[src/ccsc_defs.svh]
// offsets, field positions, reset values and timing counts of the clock source control
// assumes a 200 MHz core clock and byte addresses on an Avalon-MM slave
`ifndef CCSC_DEFS_SVH
`define CCSC_DEFS_SVH
`define CCSC_ADDR_MODE    4'h0
`define CCSC_ADDR_SYS     4'h4
`define CCSC_ADDR_RUN     4'h8
`define CCSC_MODE_EXTCLK  7
`define CCSC_MODE_MAINOSC 6
`define CCSC_MODE_SUBEN   4
`define CCSC_MODE_DRVHI   2
`define CCSC_MODE_DRVLO   1
`define CCSC_MODE_GAIN    0
`define CCSC_MODE_WMASK   8'hd7
`define CCSC_MODE_RESET   8'h00
`define CCSC_SYS_CLS      7
`define CCSC_SYS_CSS      6
`define CCSC_SYS_MCS      5
`define CCSC_SYS_MCM      4
`define CCSC_SYS_FIX      3
`define CCSC_SYS_RESET    8'h09
`define CCSC_RUN_MSTOP    7
`define CCSC_RUN_SUB_CRYSTAL_STOP   6
`define CCSC_RUN_SETTLED  1
`define CCSC_RUN_INTERNAL_FAST_OSC_STOP  0
`define CCSC_RUN_RESET    8'hc0
`define CCSC_DIV_MAX      3'h5
`define CCSC_SUB_SHIFT    3'h1
`define CCSC_CLK_MHZ      200
`define CCSC_SETTLE_NS    10000
`define CCSC_SETTLE_CYC   ((`CCSC_SETTLE_NS * `CCSC_CLK_MHZ + 999) / 1000)
`endif

[src/ccsc_pkg.sv]
// types of the clock source control: source codes and state records
// assumes ccsc_defs.svh for numbers
package ccsc_pkg;
    typedef enum logic [2:0] {
        CCSC_SRC_FAST = 3'b001,
        CCSC_SRC_MAIN = 3'b010,
        CCSC_SRC_SUB  = 3'b100
    } ccsc_src_t;

    typedef struct packed {
        logic [4:0] cnt;
        logic       pulse;
    } ccsc_div_st_t;

    typedef struct packed {
        logic       wait_q;
        logic [7:0] rdata;
    } ccsc_bus_st_t;

    typedef struct packed {
        logic [7:0] mode;
        logic       mode_done;
        logic       subclock_cpu_select;
        logic       mcm;
        logic [2:0] div;
        logic       mstop;
        logic       sub_crystal_stop;
        logic       internal_fast_osc_stop;
        ccsc_src_t  src;
        logic       stop;
        logic [10:0] settle_cnt;
        logic       settled;
        logic       restart;
        logic       cpu_clk_en;
        logic       periph_clk_en;
        logic       wdt_clk_en;
        logic       fast_run;
        logic       main_run;
        logic       sub_run;
        logic       low_run;
        logic       port_mode;
        logic       ana_ok;
    } ccsc_top_st_t;
endpackage

[src/ccsc_avmm_slave.sv]
// Avalon-MM slave front end: one wait state, then read data and write strobe
// assumes the master holds its request until it sees waitrequest low
`timescale 1ns/1ps
`default_nettype none
`include "ccsc_defs.svh"
module ccsc_avmm_slave (
    input  wire logic        core_clk,
    input  wire logic        rst_n,
    input  wire logic        ce,
    input  wire logic [3:0]  address,
    input  wire logic        read,
    input  wire logic        write,
    input  wire logic [3:0]  byteenable,
    input  wire logic [31:0] writedata,
    input  wire logic [7:0]  mode_q,
    input  wire logic [7:0]  sys_q,
    input  wire logic [7:0]  run_q,
    output logic [31:0]      readdata,
    output logic             waitrequest,
    output logic             wr_mode,
    output logic             wr_sys,
    output logic             wr_run,
    output logic [7:0]       wdata
);
    ccsc_pkg::ccsc_bus_st_t st;
    ccsc_pkg::ccsc_bus_st_t next_st;
    logic                   wr_go;
    logic [2:0]             sel;

    function automatic logic [2:0] ccsc_sel(input logic [3:0] a);
        ccsc_sel = {a == `CCSC_ADDR_RUN, a == `CCSC_ADDR_SYS, a == `CCSC_ADDR_MODE};
    endfunction

    assign sel = ccsc_sel(address);

    always_comb begin
        next_st = st;
        if (st.wait_q && (read || write)) begin
            next_st.wait_q = 1'b0;
            case (sel)
                3'b001: next_st.rdata = mode_q;
                3'b010: next_st.rdata = sys_q;
                3'b100: next_st.rdata = run_q;
                default: next_st.rdata = 8'h00;
            endcase
        end else begin
            next_st.wait_q = 1'b1;
        end
    end

    // writes land at the edge where waitrequest is seen low
    assign wr_go   = write && !st.wait_q && byteenable[0];
    assign wr_mode = wr_go && sel[0];
    assign wr_sys  = wr_go && sel[1];
    assign wr_run  = wr_go && sel[2];
    assign wdata   = writedata[7:0];

    always_ff @(posedge core_clk) begin
        if (!rst_n) begin
            st <= '{wait_q: 1'b1, rdata: 8'h00};
        end else if (ce) begin
            st <= next_st;
        end
    end

    assign readdata    = {24'h000000, st.rdata};
    assign waitrequest = st.wait_q;
endmodule
`default_nettype wire

[src/ccsc_tick_div.sv]
// power-of-two divider of an oscillator tick stream into one-cycle pulses
// assumes tick is a one-cycle pulse synchronous to core_clk
`timescale 1ns/1ps
`default_nettype none
module ccsc_tick_div (
    input  wire logic       core_clk,
    input  wire logic       rst_n,
    input  wire logic       ce,
    input  wire logic       tick,
    input  wire logic       restart,
    input  wire logic [2:0] shift,
    output logic            pulse
);
    ccsc_pkg::ccsc_div_st_t st;
    ccsc_pkg::ccsc_div_st_t next_st;
    logic [4:0]             mask;

    always_comb begin
        mask = 5'((5'h1 << shift) - 5'h1);
        next_st = st;
        next_st.pulse = 1'b0;
        if (restart) begin
            next_st.cnt = 5'h0;
        end else if (tick) begin
            if (st.cnt >= mask) begin
                next_st.cnt = 5'h0;
                next_st.pulse = 1'b1;
            end else begin
                next_st.cnt = st.cnt + 5'h1;
            end
        end
    end

    always_ff @(posedge core_clk) begin
        if (!rst_n) begin
            st <= '0;
        end else if (ce) begin
            st <= next_st;
        end
    end

    assign pulse = st.pulse;
endmodule
`default_nettype wire

[src/ccsc_top.sv]
// cpu/peripheral clock source control: source select, dividers, oscillator run control
// assumes oscillator ticks and stop/wake events are synchronous one-cycle pulses
//
// The implementer's own choices: the Avalon-MM interface to the registers and the placing of the registers.
`timescale 1ns/1ps
`default_nettype none
`include "ccsc_defs.svh"
module ccsc_top (
    input  wire logic        core_clk,
    input  wire logic        rst_n,
    input  wire logic        ce,
    input  wire logic [3:0]  address,
    input  wire logic        read,
    input  wire logic        write,
    input  wire logic [3:0]  byteenable,
    input  wire logic [31:0] writedata,
    output logic [31:0]      readdata,
    output logic             waitrequest,
    input  wire logic        fast_osc_tick,
    input  wire logic        main_osc_tick,
    input  wire logic        sub_osc_tick,
    input  wire logic        low_osc_tick,
    input  wire logic        stop_instr,
    input  wire logic        stop_release,
    input  wire logic        wdt_enable,
    input  wire logic        wdt_standby_on,
    output logic             cpu_clk_en,
    output logic             periph_clk_en,
    output logic             wdt_clk_en,
    output logic             fast_osc_run,
    output logic             main_osc_run,
    output logic             sub_osc_run,
    output logic             low_osc_run,
    output logic             sub_pins_port_mode,
    output logic             analog_i2c_ok,
    output logic             stop_mode_active
);
    ccsc_pkg::ccsc_top_st_t st;
    ccsc_pkg::ccsc_top_st_t next_st;
    ccsc_pkg::ccsc_src_t    want;
    logic [7:0]             mode_q;
    logic [7:0]             sys_q;
    logic [7:0]             run_q;
    logic                   wr_mode;
    logic                   wr_sys;
    logic                   wr_run;
    logic [7:0]             wdata;
    logic [2:0]             ticks;
    logic [2:0]             pulses;
    logic [2:0]             shifts [3];
    logic                   cur_pulse;
    logic                   cur_live;
    logic                   want_live;

    // reserved codes clamp to the slowest legal ratio
    function automatic logic [2:0] ccsc_shift(input logic [2:0] code);
        ccsc_shift = (code > `CCSC_DIV_MAX) ? `CCSC_DIV_MAX : code;
    endfunction

    ccsc_avmm_slave u_bus (
        .core_clk    (core_clk),
        .rst_n       (rst_n),
        .ce          (ce),
        .address     (address),
        .read        (read),
        .write       (write),
        .byteenable  (byteenable),
        .writedata   (writedata),
        .mode_q      (mode_q),
        .sys_q       (sys_q),
        .run_q       (run_q),
        .readdata    (readdata),
        .waitrequest (waitrequest),
        .wr_mode     (wr_mode),
        .wr_sys      (wr_sys),
        .wr_run      (wr_run),
        .wdata       (wdata)
    );

    // only a running oscillator delivers ticks
    assign ticks = {sub_osc_tick && st.sub_run, main_osc_tick && st.main_run,
                    fast_osc_tick && st.fast_run};
    assign shifts[0] = ccsc_shift(st.div);
    assign shifts[1] = ccsc_shift(st.div);
    assign shifts[2] = `CCSC_SUB_SHIFT;

    genvar gi;
    generate
        for (gi = 0; gi < 3; gi++) begin : g_div
            ccsc_tick_div u_div (
                .core_clk (core_clk),
                .rst_n    (rst_n),
                .ce       (ce),
                .tick     (ticks[gi]),
                .restart  (st.restart),
                .shift    (shifts[gi]),
                .pulse    (pulses[gi])
            );
        end
    endgenerate

    assign mode_q = st.mode;
    assign sys_q = {st.src == ccsc_pkg::CCSC_SRC_SUB, st.subclock_cpu_select,
                    st.src == ccsc_pkg::CCSC_SRC_MAIN, st.mcm, 1'b1, st.div};
    assign run_q = {st.mstop, st.sub_crystal_stop, 4'h0, st.settled, st.internal_fast_osc_stop};

    always_comb begin
        next_st = st;
        next_st.restart = 1'b0;
        // single write after reset, later attempts dropped
        if (wr_mode && !st.mode_done) begin
            next_st.mode = wdata & `CCSC_MODE_WMASK;
            next_st.mode_done = 1'b1;
        end else if (wr_mode) begin
            next_st.mode_done = 1'b1;
        end
        if (wr_sys) begin
            next_st.subclock_cpu_select = wdata[`CCSC_SYS_CSS];
            next_st.mcm = wdata[`CCSC_SYS_MCM];
            next_st.div = wdata[2:0];
        end
        if (wr_run) begin
            next_st.mstop = wdata[`CCSC_RUN_MSTOP];
            next_st.sub_crystal_stop = wdata[`CCSC_RUN_SUB_CRYSTAL_STOP];
            next_st.internal_fast_osc_stop = wdata[`CCSC_RUN_INTERNAL_FAST_OSC_STOP];
        end
        // wake beats a stop request landing in the same cycle
        if (stop_release) begin
            next_st.stop = 1'b0;
        end else if (stop_instr) begin
            next_st.stop = 1'b1;
        end
        next_st.fast_run = !next_st.internal_fast_osc_stop && !next_st.stop;
        next_st.main_run = next_st.mode[`CCSC_MODE_MAINOSC] && !next_st.mstop && !next_st.stop;
        // stop mode does not touch the sub crystal
        next_st.sub_run = next_st.mode[`CCSC_MODE_SUBEN] && !next_st.sub_crystal_stop;
        next_st.port_mode = !next_st.mode[`CCSC_MODE_SUBEN];
        // slow osc only answers to watchdog option inputs and to stop mode
        next_st.low_run = wdt_enable && !(next_st.stop && !wdt_standby_on);
        next_st.wdt_clk_en = low_osc_tick && st.low_run;
        // settle flag: accuracy window after the fast osc comes back
        if (!st.fast_run) begin
            next_st.settle_cnt = 11'h000;
            next_st.settled = 1'b0;
        end else if (st.settle_cnt >= 11'(`CCSC_SETTLE_CYC - 1)) begin
            next_st.settled = 1'b1;
        end else begin
            next_st.settle_cnt = st.settle_cnt + 11'h001;
        end
        // switch only at the old source's pulse boundary, or when it is dead
        if (want != st.src && want_live && (cur_pulse || !cur_live)) begin
            next_st.src = want;
            next_st.restart = 1'b1;
        end
        next_st.cpu_clk_en = cur_pulse && !st.stop;
        next_st.periph_clk_en = cur_pulse && !st.stop;
        next_st.ana_ok = next_st.src != ccsc_pkg::CCSC_SRC_SUB;
    end

    always_comb begin
        if (st.subclock_cpu_select) begin
            want = ccsc_pkg::CCSC_SRC_SUB;
        end else if (st.mcm) begin
            want = ccsc_pkg::CCSC_SRC_MAIN;
        end else begin
            want = ccsc_pkg::CCSC_SRC_FAST;
        end
        case (st.src)
            ccsc_pkg::CCSC_SRC_FAST: begin
                cur_pulse = pulses[0];
                cur_live = st.fast_run;
            end
            ccsc_pkg::CCSC_SRC_MAIN: begin
                cur_pulse = pulses[1];
                cur_live = st.main_run;
            end
            ccsc_pkg::CCSC_SRC_SUB: begin
                cur_pulse = pulses[2];
                cur_live = st.sub_run;
            end
            default: begin
                cur_pulse = 1'b0;
                cur_live = 1'b0;
            end
        endcase
        case (want)
            ccsc_pkg::CCSC_SRC_FAST: want_live = st.fast_run;
            ccsc_pkg::CCSC_SRC_MAIN: want_live = st.main_run;
            ccsc_pkg::CCSC_SRC_SUB: want_live = st.sub_run;
            default: want_live = 1'b0;
        endcase
    end

    always_ff @(posedge core_clk) begin
        if (!rst_n) begin
            st <= '0;
            st.mode <= `CCSC_MODE_RESET;
            st.div <= 3'(`CCSC_SYS_RESET & 8'h07);
            st.mstop <= 1'b1;
            st.sub_crystal_stop <= 1'b1;
            st.src <= ccsc_pkg::CCSC_SRC_FAST;
            st.fast_run <= 1'b1;
            st.port_mode <= 1'b1;
            st.ana_ok <= 1'b1;
        end else if (ce) begin
            st <= next_st;
        end
    end

    assign cpu_clk_en = st.cpu_clk_en;
    assign periph_clk_en = st.periph_clk_en;
    assign wdt_clk_en = st.wdt_clk_en;
    assign fast_osc_run = st.fast_run;
    assign main_osc_run = st.main_run;
    assign sub_osc_run = st.sub_run;
    assign low_osc_run = st.low_run;
    assign sub_pins_port_mode = st.port_mode;
    assign analog_i2c_ok = st.ana_ok;
    assign stop_mode_active = st.stop;
endmodule
`default_nettype wire
[config.mk]
export PLATFORM = sky130hd
export DESIGN_NAME = ccsc_top
export DESIGN_NICKNAME = d
export VERILOG_FILES = /design/src/ccsc_pkg.sv /design/src/ccsc_avmm_slave.sv /design/src/ccsc_tick_div.sv /design/src/ccsc_top.sv
export VERILOG_INCLUDE_DIRS = /design/src
export SDC_FILE = /design/constraint.sdc
export NUM_CORES = 1
export LEC_CHECK = 0
export BUFFER_PORTS_ARGS = -buffer_cell sky130_fd_sc_hd__buf_2
export CORE_MARGIN = 8
export CORE_UTILIZATION = 50
export CTS_BUF_LIST = sky130_fd_sc_hd__clkbuf_8
export DETAILED_ROUTE_END_ITERATION = 7
export HOLD_SLACK_MARGIN = 0.08
export PLACE_DENSITY = 0.78
export SLEW_MARGIN = 10
export SYNTH_ARGS = -nofsm -noshare
export SYNTH_HDL_FRONTEND = slang
export SYNTH_HIERARCHICAL = 1
export SYNTH_SLANG_ARGS = --single-unit
export TNS_END_PERCENT = 100
[constraint.sdc]
create_clock -name core_clk -period 4.8 [get_ports core_clk]
set_input_delay 0.72 -clock core_clk [delete_from_list [all_inputs] [get_ports core_clk]]
set_output_delay 0.72 -clock core_clk [all_outputs]
set_load 0.01 [all_outputs]
Yosys cells after proc, flatten, opt, wreduce, memory -nomap -nowiden
Index checks and enable logic that the tools add are counted.
{ "classes": {"n_reduce_logical": 47, "div_mod_pow": 0, "eq_ne": 15, "bitwise_logic": 0, "n_shift": 1, "n_mul": 0, "magnitude_cmp": 5, "n_mux": 34, "addsub": 5} }
{ "op_table": {"columns": ["operator", "n"], "rows": [
  ["$mux W5", 6],
  ["$pmux W8 S3", 1],
  ["$logic_and A1 B1 Y1", 20],
  ["$mux W6", 3],
  ["$reduce_and A2 Y1", 9],
  ["$add A5 B1 Y5 const B", 3],
  ["$mux W1", 13],
  ["$mux W12", 1],
  ["$mux W3", 4],
  ["$add A11 B1 Y11 const B", 1],
  ["$ge A11 B11 Y1 const B", 1],
  ["$logic_not A1 Y1", 11],
  ["$mux W11", 1],
  ["$ge A5 B5 Y1", 2],
  ["$eq A3 B1 Y1 const B", 3],
  ["$eq A3 B2 Y1 const B", 3],
  ["$eq A3 B3 Y1 const B", 3],
  ["$pmux W1 S3", 3],
  ["$reduce_bool A2 Y1", 4],
  ["$mux W7", 1],
  ["$ge A5 B1 Y1 const B", 1],
  ["$shl A1 B3 Y5 const A", 1],
  ["$sub A5 B1 Y5 const B", 1],
  ["$eq A4 B3 Y1 const B", 1],
  ["9 further kinds", 10]
]} }
{ "totals": {"mem_bits_ro": 0, "latch_bits": 0, "ff_bits": 67, "wordCells": 137, "ram_bits": 0, "out_inout_bits": 43, "mem_count": 0, "inputBits": 53} }

Depth between registers and ports, before layout
Gate-level depths: netlist of the first run.
{ "depth": {"ltp_word": 8, "mapped_depth": 8, "ltp_nobuf": 8} }

Hierarchy
The synthesis of the first run kept the hierarchy.
{ "by_module_without_submodules": {"columns": ["mod", "seq_area_each_um2", "n_inst", "cells_per_inst", "area_per_inst_um2"], "rows": [
  ["ccsc_top", 800.8, 1, 218, 1960.6],
  ["ccsc_tick_div at g_div[0].u_div ...", 120.1, 2, 49, 424.2],
  ["ccsc_avmm_slave", 180.2, 1, 75, 696.9],
  ["ccsc_tick_div at g_div[2].u_div", 120.1, 1, 55, 446.7]
]} }

Worst setup path after synthesis of the first run
Ideal clock, no wire load.
{ "synth_timing": {"path_kind": "input -> register", "from": "input port address[1]", "to": "register st, in the netlist main_osc_run", "cell_stages": 6, "setup_ps": 76, "required_ps": 4724, "t_arrival_ps": 2058, "setup_slack_ps": 2666, "path_buffers": 1, "path_cell_list": "or4_1 > nor2b_1 > clkbuf_1 > mux2i_1 > nand4_1 > a21boi_0"} }
{ "synth_between": {"elab_chain_len": 6, "elab_cells_between_ends": 10, "cone_classes": "eq/ne: 1; mux: 2; reduce/logical: 7"} }
{ "synth_lines": {"columns": ["element", "line_no", "source"], "rows": [
  ["start: declaration", "ccsc_top.sv:12", "input wire logic [3:0] address,"],
  ["$eq A4 B4 Y1 (no source line)", null, null],
  ["$logic_and A1 B1 Y1", "ccsc_avmm_slave.sv:55", "assign wr_run = wr_go && sel[2];"],
  ["via wr_run", "ccsc_top.sv:46", "logic wr_run;"],
  ["$mux W3", "ccsc_top.sv:122", "if (wr_run) begin"],
  ["$logic_not A1 Y1", "ccsc_top.sv:134", "next_st.main_run = next_st.mode[`CCSC_MODE_MAINOSC] && !next_st.mstop && !next_st.stop;"],
  ["$logic_and A1 B1 Y1 (2 in series)", "ccsc_top.sv:134", null],
  ["end signal: assignment", "ccsc_top.sv:206", "st <= next_st;"],
  ["end: declaration", "ccsc_top.sv:38", "ccsc_pkg::ccsc_top_st_t st;"]
]} }
The timed path passes the listed nets, and every way through them passes these cells.
A chain may end at the register's enable or synchronous reset.

Worst setup path in the final report of the first run
{ "layout_timing": {"from": "input port ce", "to": "register st[14] (netlist bit)"} }
{ "layout_between": {"elab_chain_len": 1} }
{ "layout_lines": {"columns": ["element", "line_no", "source"], "rows": [
  ["start: declaration", "ccsc_top.sv:11", "input wire logic ce,"],
  ["$reduce_and A2 Y1 (no source line)", null, null]
]} }
No other way between the ends.

==> results.md, run 1 <==
- Clock tree buffer depth: 2
- Max stage delay on crit path: 970 ps
- Slowest CP cell: o21ai_0
- Headroom to the max-slew limit: 22.57%
- Io pins: 96
- Worst hold path class: register to register
- Root Buffer: clkbuf_8
- DR DRC count: 0
- Number of hold buffers added after cts: 0
- Outcome: finished, final reports clean
- Fin crit period: 2399 ps
- Ant. Diodes: 0
- Sequential share of power: 54.1%
- Final setup viols: 0
- WL final: 8400 um
- Area of the multi-input gates: 2381 um2
- Total CTS buffers: 9
- Arr. time, crit path: 2580 ps
- Mapped Cells: 444
- Startpoint Class: input pin
- Worst VDD drop: 0.1567 mV
- Max-cap violation count: 0
- WP data required: 4980 ps
- RSZ-0062 raised after global routing: false
- Post-CTS Setup Bufs: 0
- CP cell instances: buf_2 -> buf_4 -> inv_1 -> o21ai_0 -> nor2_1
- Fillers: 710
- LEAKAGE: 1.800 nW
- Rows: 32
- Die width: 104.7 um
- Fin nets: 562
- Sequential cell area: 1341 um2
- Initial Util: 51.22%
- Synth-to-layout area growth: 8.611%
- Clock slew at reported path FFs: 70 ps
- Global placer's final weighted congestion: 0.7568
- Buf/Inv on CP: 3
- Gr ovfl total: 0
- Pins over their slew limit: 0
- Final hold vios: 0
- Type of destination of the critical path: register
- DP HPWL: 6143 um
- DR iter-0 viols: 184
- H-tree depth: 3
- Initial antenna violation count: 0
- CP top delay family: compound AO/OA/AOI/OAI gates
- First-pass GRT wire length: 14410 um
- Number of nets with antenna violations after routing: 0
- Synthesized area per cell: 8.868 um2
- Worst reg2reg path depth: 8
- Die Footprint: 10970 um2
- Final period util: 49.98%
- Comb power frac: 8.3%
- GRT Total Usage: 15.36%
- DRT Pass-1 Iters: 5
- CTS tree: done
- Via Count: 3248
- Clock skew: 9.252 ps
- Crit Path Class: input pin to register
- Fmax: 416.8 MHz
- Switching share of power: 26.34%
- Power Density: 245.2 nW/um2
- Post-Syn Area: 3938 um2
- Internal power: 772.3 uW
- Worst-Skew Late Latency: 350 ps
- Die Y: 104.7 um
- Hold path cells: 1
- Worst path depth: 5
- Post-CTS resize count: 0
- Share of layout cells above drive strength 1: 16.97%
- Number of port buffers: 42
- Clock sink count: 67
- Wirelength per Cell: 14.07 um
- Syn. warnings: 6
- Largest net degree at the start of global routing: 48
- Core area: 7687 um2
- Switching Power: 276.2 uW
- Final hold slack: 466.2 ps
- Via density: 5.441
- Critical path fanouts, max: 42
- TNS Setup: 0 ps
- Worst-margin pin slew: 1149 ps
- Vias in the first global route: 3271
- Clock share of power: 37.5%
==> flip-flops by register name, indices dropped and copies added, names as in the netlist, 3 cells and up <==
signal and cells:
run_q 4, g_div.u_div/pulse 3, g_div.u_div/st 15, u_bus/readdata 8, mode_q 6, st 21
==> final cells by class <==
cell class                      count  share of cell area, %
Clock inverter                      7                 0.8484
Inverter                           13                  1.141
Clock buffer                        9                  2.896
Sequential cell                    67                  31.36
Timing Repair Buffer               43                  5.091
Tap cell                          102                  2.984
Multi-Input combinational cell    356                  55.68
==> power groups by stage <==
stage / logic, mW / registers, mW / clock network [mW]
6_report: 0.0875 / 0.567 / 0.394
5_1_grt: 0.0983 / 0.568 / 0.427
4_1_cts: 0.0863 / 0.567 / 0.403
3_5_place_dp: 0.0859 / 0.580 / 0
3_3_place_gp: 0.0835 / 0.580 / 0
2_1_floorplan: 0.0774 / 0.579 / 0
==> stage by stage <==
stage	cells	worst slack, ps	power, mW	utilization (%)	cell area (um2)
after CTS	597	2405	1.057	55.63	4277
after global placement	581	2081	0.6632	53.55	4116
after floorplan	484	2666	0.6566	-	4088
after global routing	597	2179	1.093	55.63	4277
final	597	2401	1.049	55.63	4277
after detailed placement	581	2041	0.6659	53.55	4116
==> cells in the final DEF, fill, tap and decap left out, drive strengths merged, types with 10 or more instances in the layout <==
master and n:
dfxtp 67, conb 43, buf 43, nand2 40, nand3 29, nor2 26
ha 19, o21ai 19, nor2b 17, a21oi 16, inv 14, a21boi 13
a21o 11, mux2i 10
==> final timing paths <==
| kind | start | endpoint | slack, ps |
|---|---|---|---|
| setup / recovery | ce | st[14] | 2400 |
| hold / removal | u_bus/readdata[6] | u_bus/readdata[6] | 470 |
| setup reg to reg | st[31] | g_div[0].u_div/st[3] | 2400 |
| hold reg to reg | u_bus/readdata[6] | u_bus/readdata[6] | 470 |
==> layer usage <==
| metal | global-route usage (%) | wire length, um | up-vias | share of wire [%] |
|---|---|---|---|---|
| li1 | - | - | 1633 | - |
| met1 | 17.45 | 3742 | 1526 | 45 |
| met2 | 26.83 | 4122 | 79 | 49 |
| met5 | 0 | 0 | - | 0 |
| met3 | 4.545 | 433 | 10 | 5.2 |
| met4 | 5.097 | 101 | 0 | 1.2 |
No activity file was read; power rests on OpenSTA's default activity.
==> run 2, diff against run 1 <==
--- a/config.mk
+++ b/config.mk
@@ -12,7 +12,7 @@
 export CTS_BUF_LIST = sky130_fd_sc_hd__clkbuf_8
 export DETAILED_ROUTE_END_ITERATION = 7
 export HOLD_SLACK_MARGIN = 0.08
-export PLACE_DENSITY = 0.78
+export PLACE_DENSITY = 0.81
 export SLEW_MARGIN = 10
 export SYNTH_ARGS = -nofsm -noshare
 export SYNTH_HDL_FRONTEND = slang
==> constraint.sdc (replaced) <==
create_clock -name core_clk -period 2.15 [get_ports core_clk]
set_input_delay 0.3225 -clock core_clk [delete_from_list [all_inputs] [get_ports core_clk]]
set_output_delay 0.3225 -clock core_clk [all_outputs]
set_load 0.01 [all_outputs]
==> run 2 against run 1 <==
Against the previous run: sequential share of layout area down 1.7 points; largest cell class unchanged; critical path type is now register to register; combinational power rose to 2.5 times the previous value; hold slack worse by 210 ps; worst setup slack worse by 2400 ps.
==> results.md, run 2 (synthesis results as in run 1) <==
- Die width: 104.7 um
- Worst hold path class: input pin to register
- Worst-margin pin slew: 539.7 ps
- Final WS setup: 26.15 ps
- R2R Path Start: st[31]
- Vias in the first global route: 3315
- Internal power: 2.020 mW
- Fin crit period: 2124 ps
- Worst reg2reg path depth: 8
- Via density: 5.502
- Share of layout cells above drive strength 1: 21.33%
- Sequential cell area: 1346 um2
- Pins over their slew limit: 0
- Number of flip-flops in the largest register: 21
- Number of port buffers: 42
- Type of destination of the critical path: register
- Sink of the worst hold path: run_q[7]
- Worst R2R End: g_div[1].u_div/st[3]
- Arr. time, crit path: 2370 ps
- Via Count: 3373
- Wirelength per Cell: 14.77 um
- Initial Util: 51.22%
- Switching share of power: 23.97%
- Root Buffer: clkbuf_8
- Synth-to-layout area growth: 15.22%
- Io pins: 96
- Fmax: 470.8 MHz
- R2R Setup Slk: 30 ps
- Global placer's final weighted congestion: 0.8507
- Clock skew: 9.528 ps
- Outcome: finished, final reports clean
- DP HPWL: 6362 um
- Core area: 7687 um2
- Fin nets: 578
- Die Y: 104.7 um
- Comb power frac: 8.4%
- Die Footprint: 10970 um2
- Placed Area: 4199 um2
- Final Power: 2.657 mW
- Switching Power: 636.7 uW
- Headroom to the max-slew limit: 63.77%
- Final hold slack: 257.2 ps
- Initial antenna violation count: 0
- Worst VDD drop: 0.5444 mV
- Power Density: 585.6 nW/um2
- CTS tree: done
- Sequential share of power: 47.5%
- Grt met3 use: 4.545%
- Final hold vios: 0
- Number of hold buffers added after cts: 0
- Clock tree buffer depth: 2
- Clock share of power: 44.1%
- WL final: 9057 um
- Top Usage Layer GRT: met2
- Crit Path Class: register to register
- First-pass GRT wire length: 14680 um
- DR iter-0 viols: 207
- DR DRC count: 0
- Hold path cells: 3
- Final core area utilization: 59.02%
- DRT Pass-1 Iters: 5
- Total CTS buffers: 9
- Final setup viols: 0
- Clock slew at reported path FFs: 80 ps
- WP data required: 2390 ps
- Largest net degree at the start of global routing: 27
- LEAKAGE: 1.912 nW
- Most frequent cells in the layout: dfxtp_1 (65), conb_1 (43), buf_2 (42), nand2_1 (40), nand3_1 (29)
- Critical path fanouts, max: 6
- Number of nets with antenna violations after routing: 0
- Most common cell after layout, fill and taps aside: dfxtp_1
- GRT Total Usage: 15.89%
- H-tree depth: 3
- Fillers: 669
- Max-cap violation count: 0
- Met1 GRT Util: 17.78%
- Met2 usage in global routing: 27.47%
- Top reg by flops: st
- Ant. Diodes: 0
- Rows: 32
- Area of the multi-input gates: 2446 um2
- Gr ovfl total: 0
- Worst-Skew Late Latency: 340 ps
- Final instance area: 4537 um2
- Pre-CTS setup slack: 14.25 ps
- Clock sink count: 67
- Startpoint Class: register
- Final period util: 98.78%
- Hold Crit Start: writedata[7]
- RSZ-0062 raised after global routing: true
==> run 2: cell types whose count changed in the layout (fill, tap and decap cells not counted), sizes merged <==
| cell | before | now |
|---|---|---|
| clkinvlp | 1 | 2 |
| inv | 14 | 13 |
| buf | 43 | 59 |
| clkinv | 5 | 2 |
| clkbuf | 9 | 10 |
| bufinv | 0 | 2 |
==> run 2: layout make-up <==
cell class	instances	area share (%)
Tap cell	102	2.813
Multi-Input combinational cell	356	53.92
Sequential cell	67	29.67
Clock inverter	6	1.958
Timing Repair Buffer	59	7.529
Inverter	13	1.076
Clock buffer	10	3.034
==> run 2: worst max path at each step <==
stage / startpoint / to / slack, ps
2_1_floorplan: st[30] / g_div[0].u_div/st[3] / 170
3_3_place_gp: st[31] / g_div[0].u_div/st[3] / 80
3_5_place_dp: st[31] / g_div[0].u_div/st[3] / 10
4_1_cts: st[31] / g_div[0].u_div/st[3] / 0.8
5_1_grt: st[31] / g_div[0].u_div/st[3] / -70
6_report: st[31] / g_div[1].u_div/st[3] / 30
==> run 2: repair_timing <==
item | 4_1_cts | 5_1_grt
setup endpoints to repair | 0 | 10
resized for setup | 0 | 14
setup buffers | 0 | 5
==> run 2: worst max-delay path, cell delays in order (launching register included) <==
cell      delay [ps]
dfxtp_4          360
a21o_1           210
or3_1            380
ha_1             310
nand2b_4         140
a31oi_4          100
o211ai_4         250
o21bai_1          90
a21o_1           180
==> run 2: per-layer routing <==
metal	routed length, um	up-vias
met5	0	-
met1	3904	1583
met3	430	14
li1	-	1672
met2	4529	104
met4	193	0
==> run 2: metrics by stage <==
stage,TNS (ps),instances
after floorplan,0,484
after global placement,0,592
after detailed placement,0,592
after CTS,0,608
after global routing,-236.8,613
final,0,613
==> run 2: power by group through the flow <==
stage	combinational (mW)	sequential, mW	clock, mW
floorplan	0.173	1.29	0
global placement	0.199	1.29	0
detailed placement	0.204	1.29	0
CTS	0.205	1.26	1.20
global route	0.247	1.26	1.26
finish	0.223	1.26	1.17
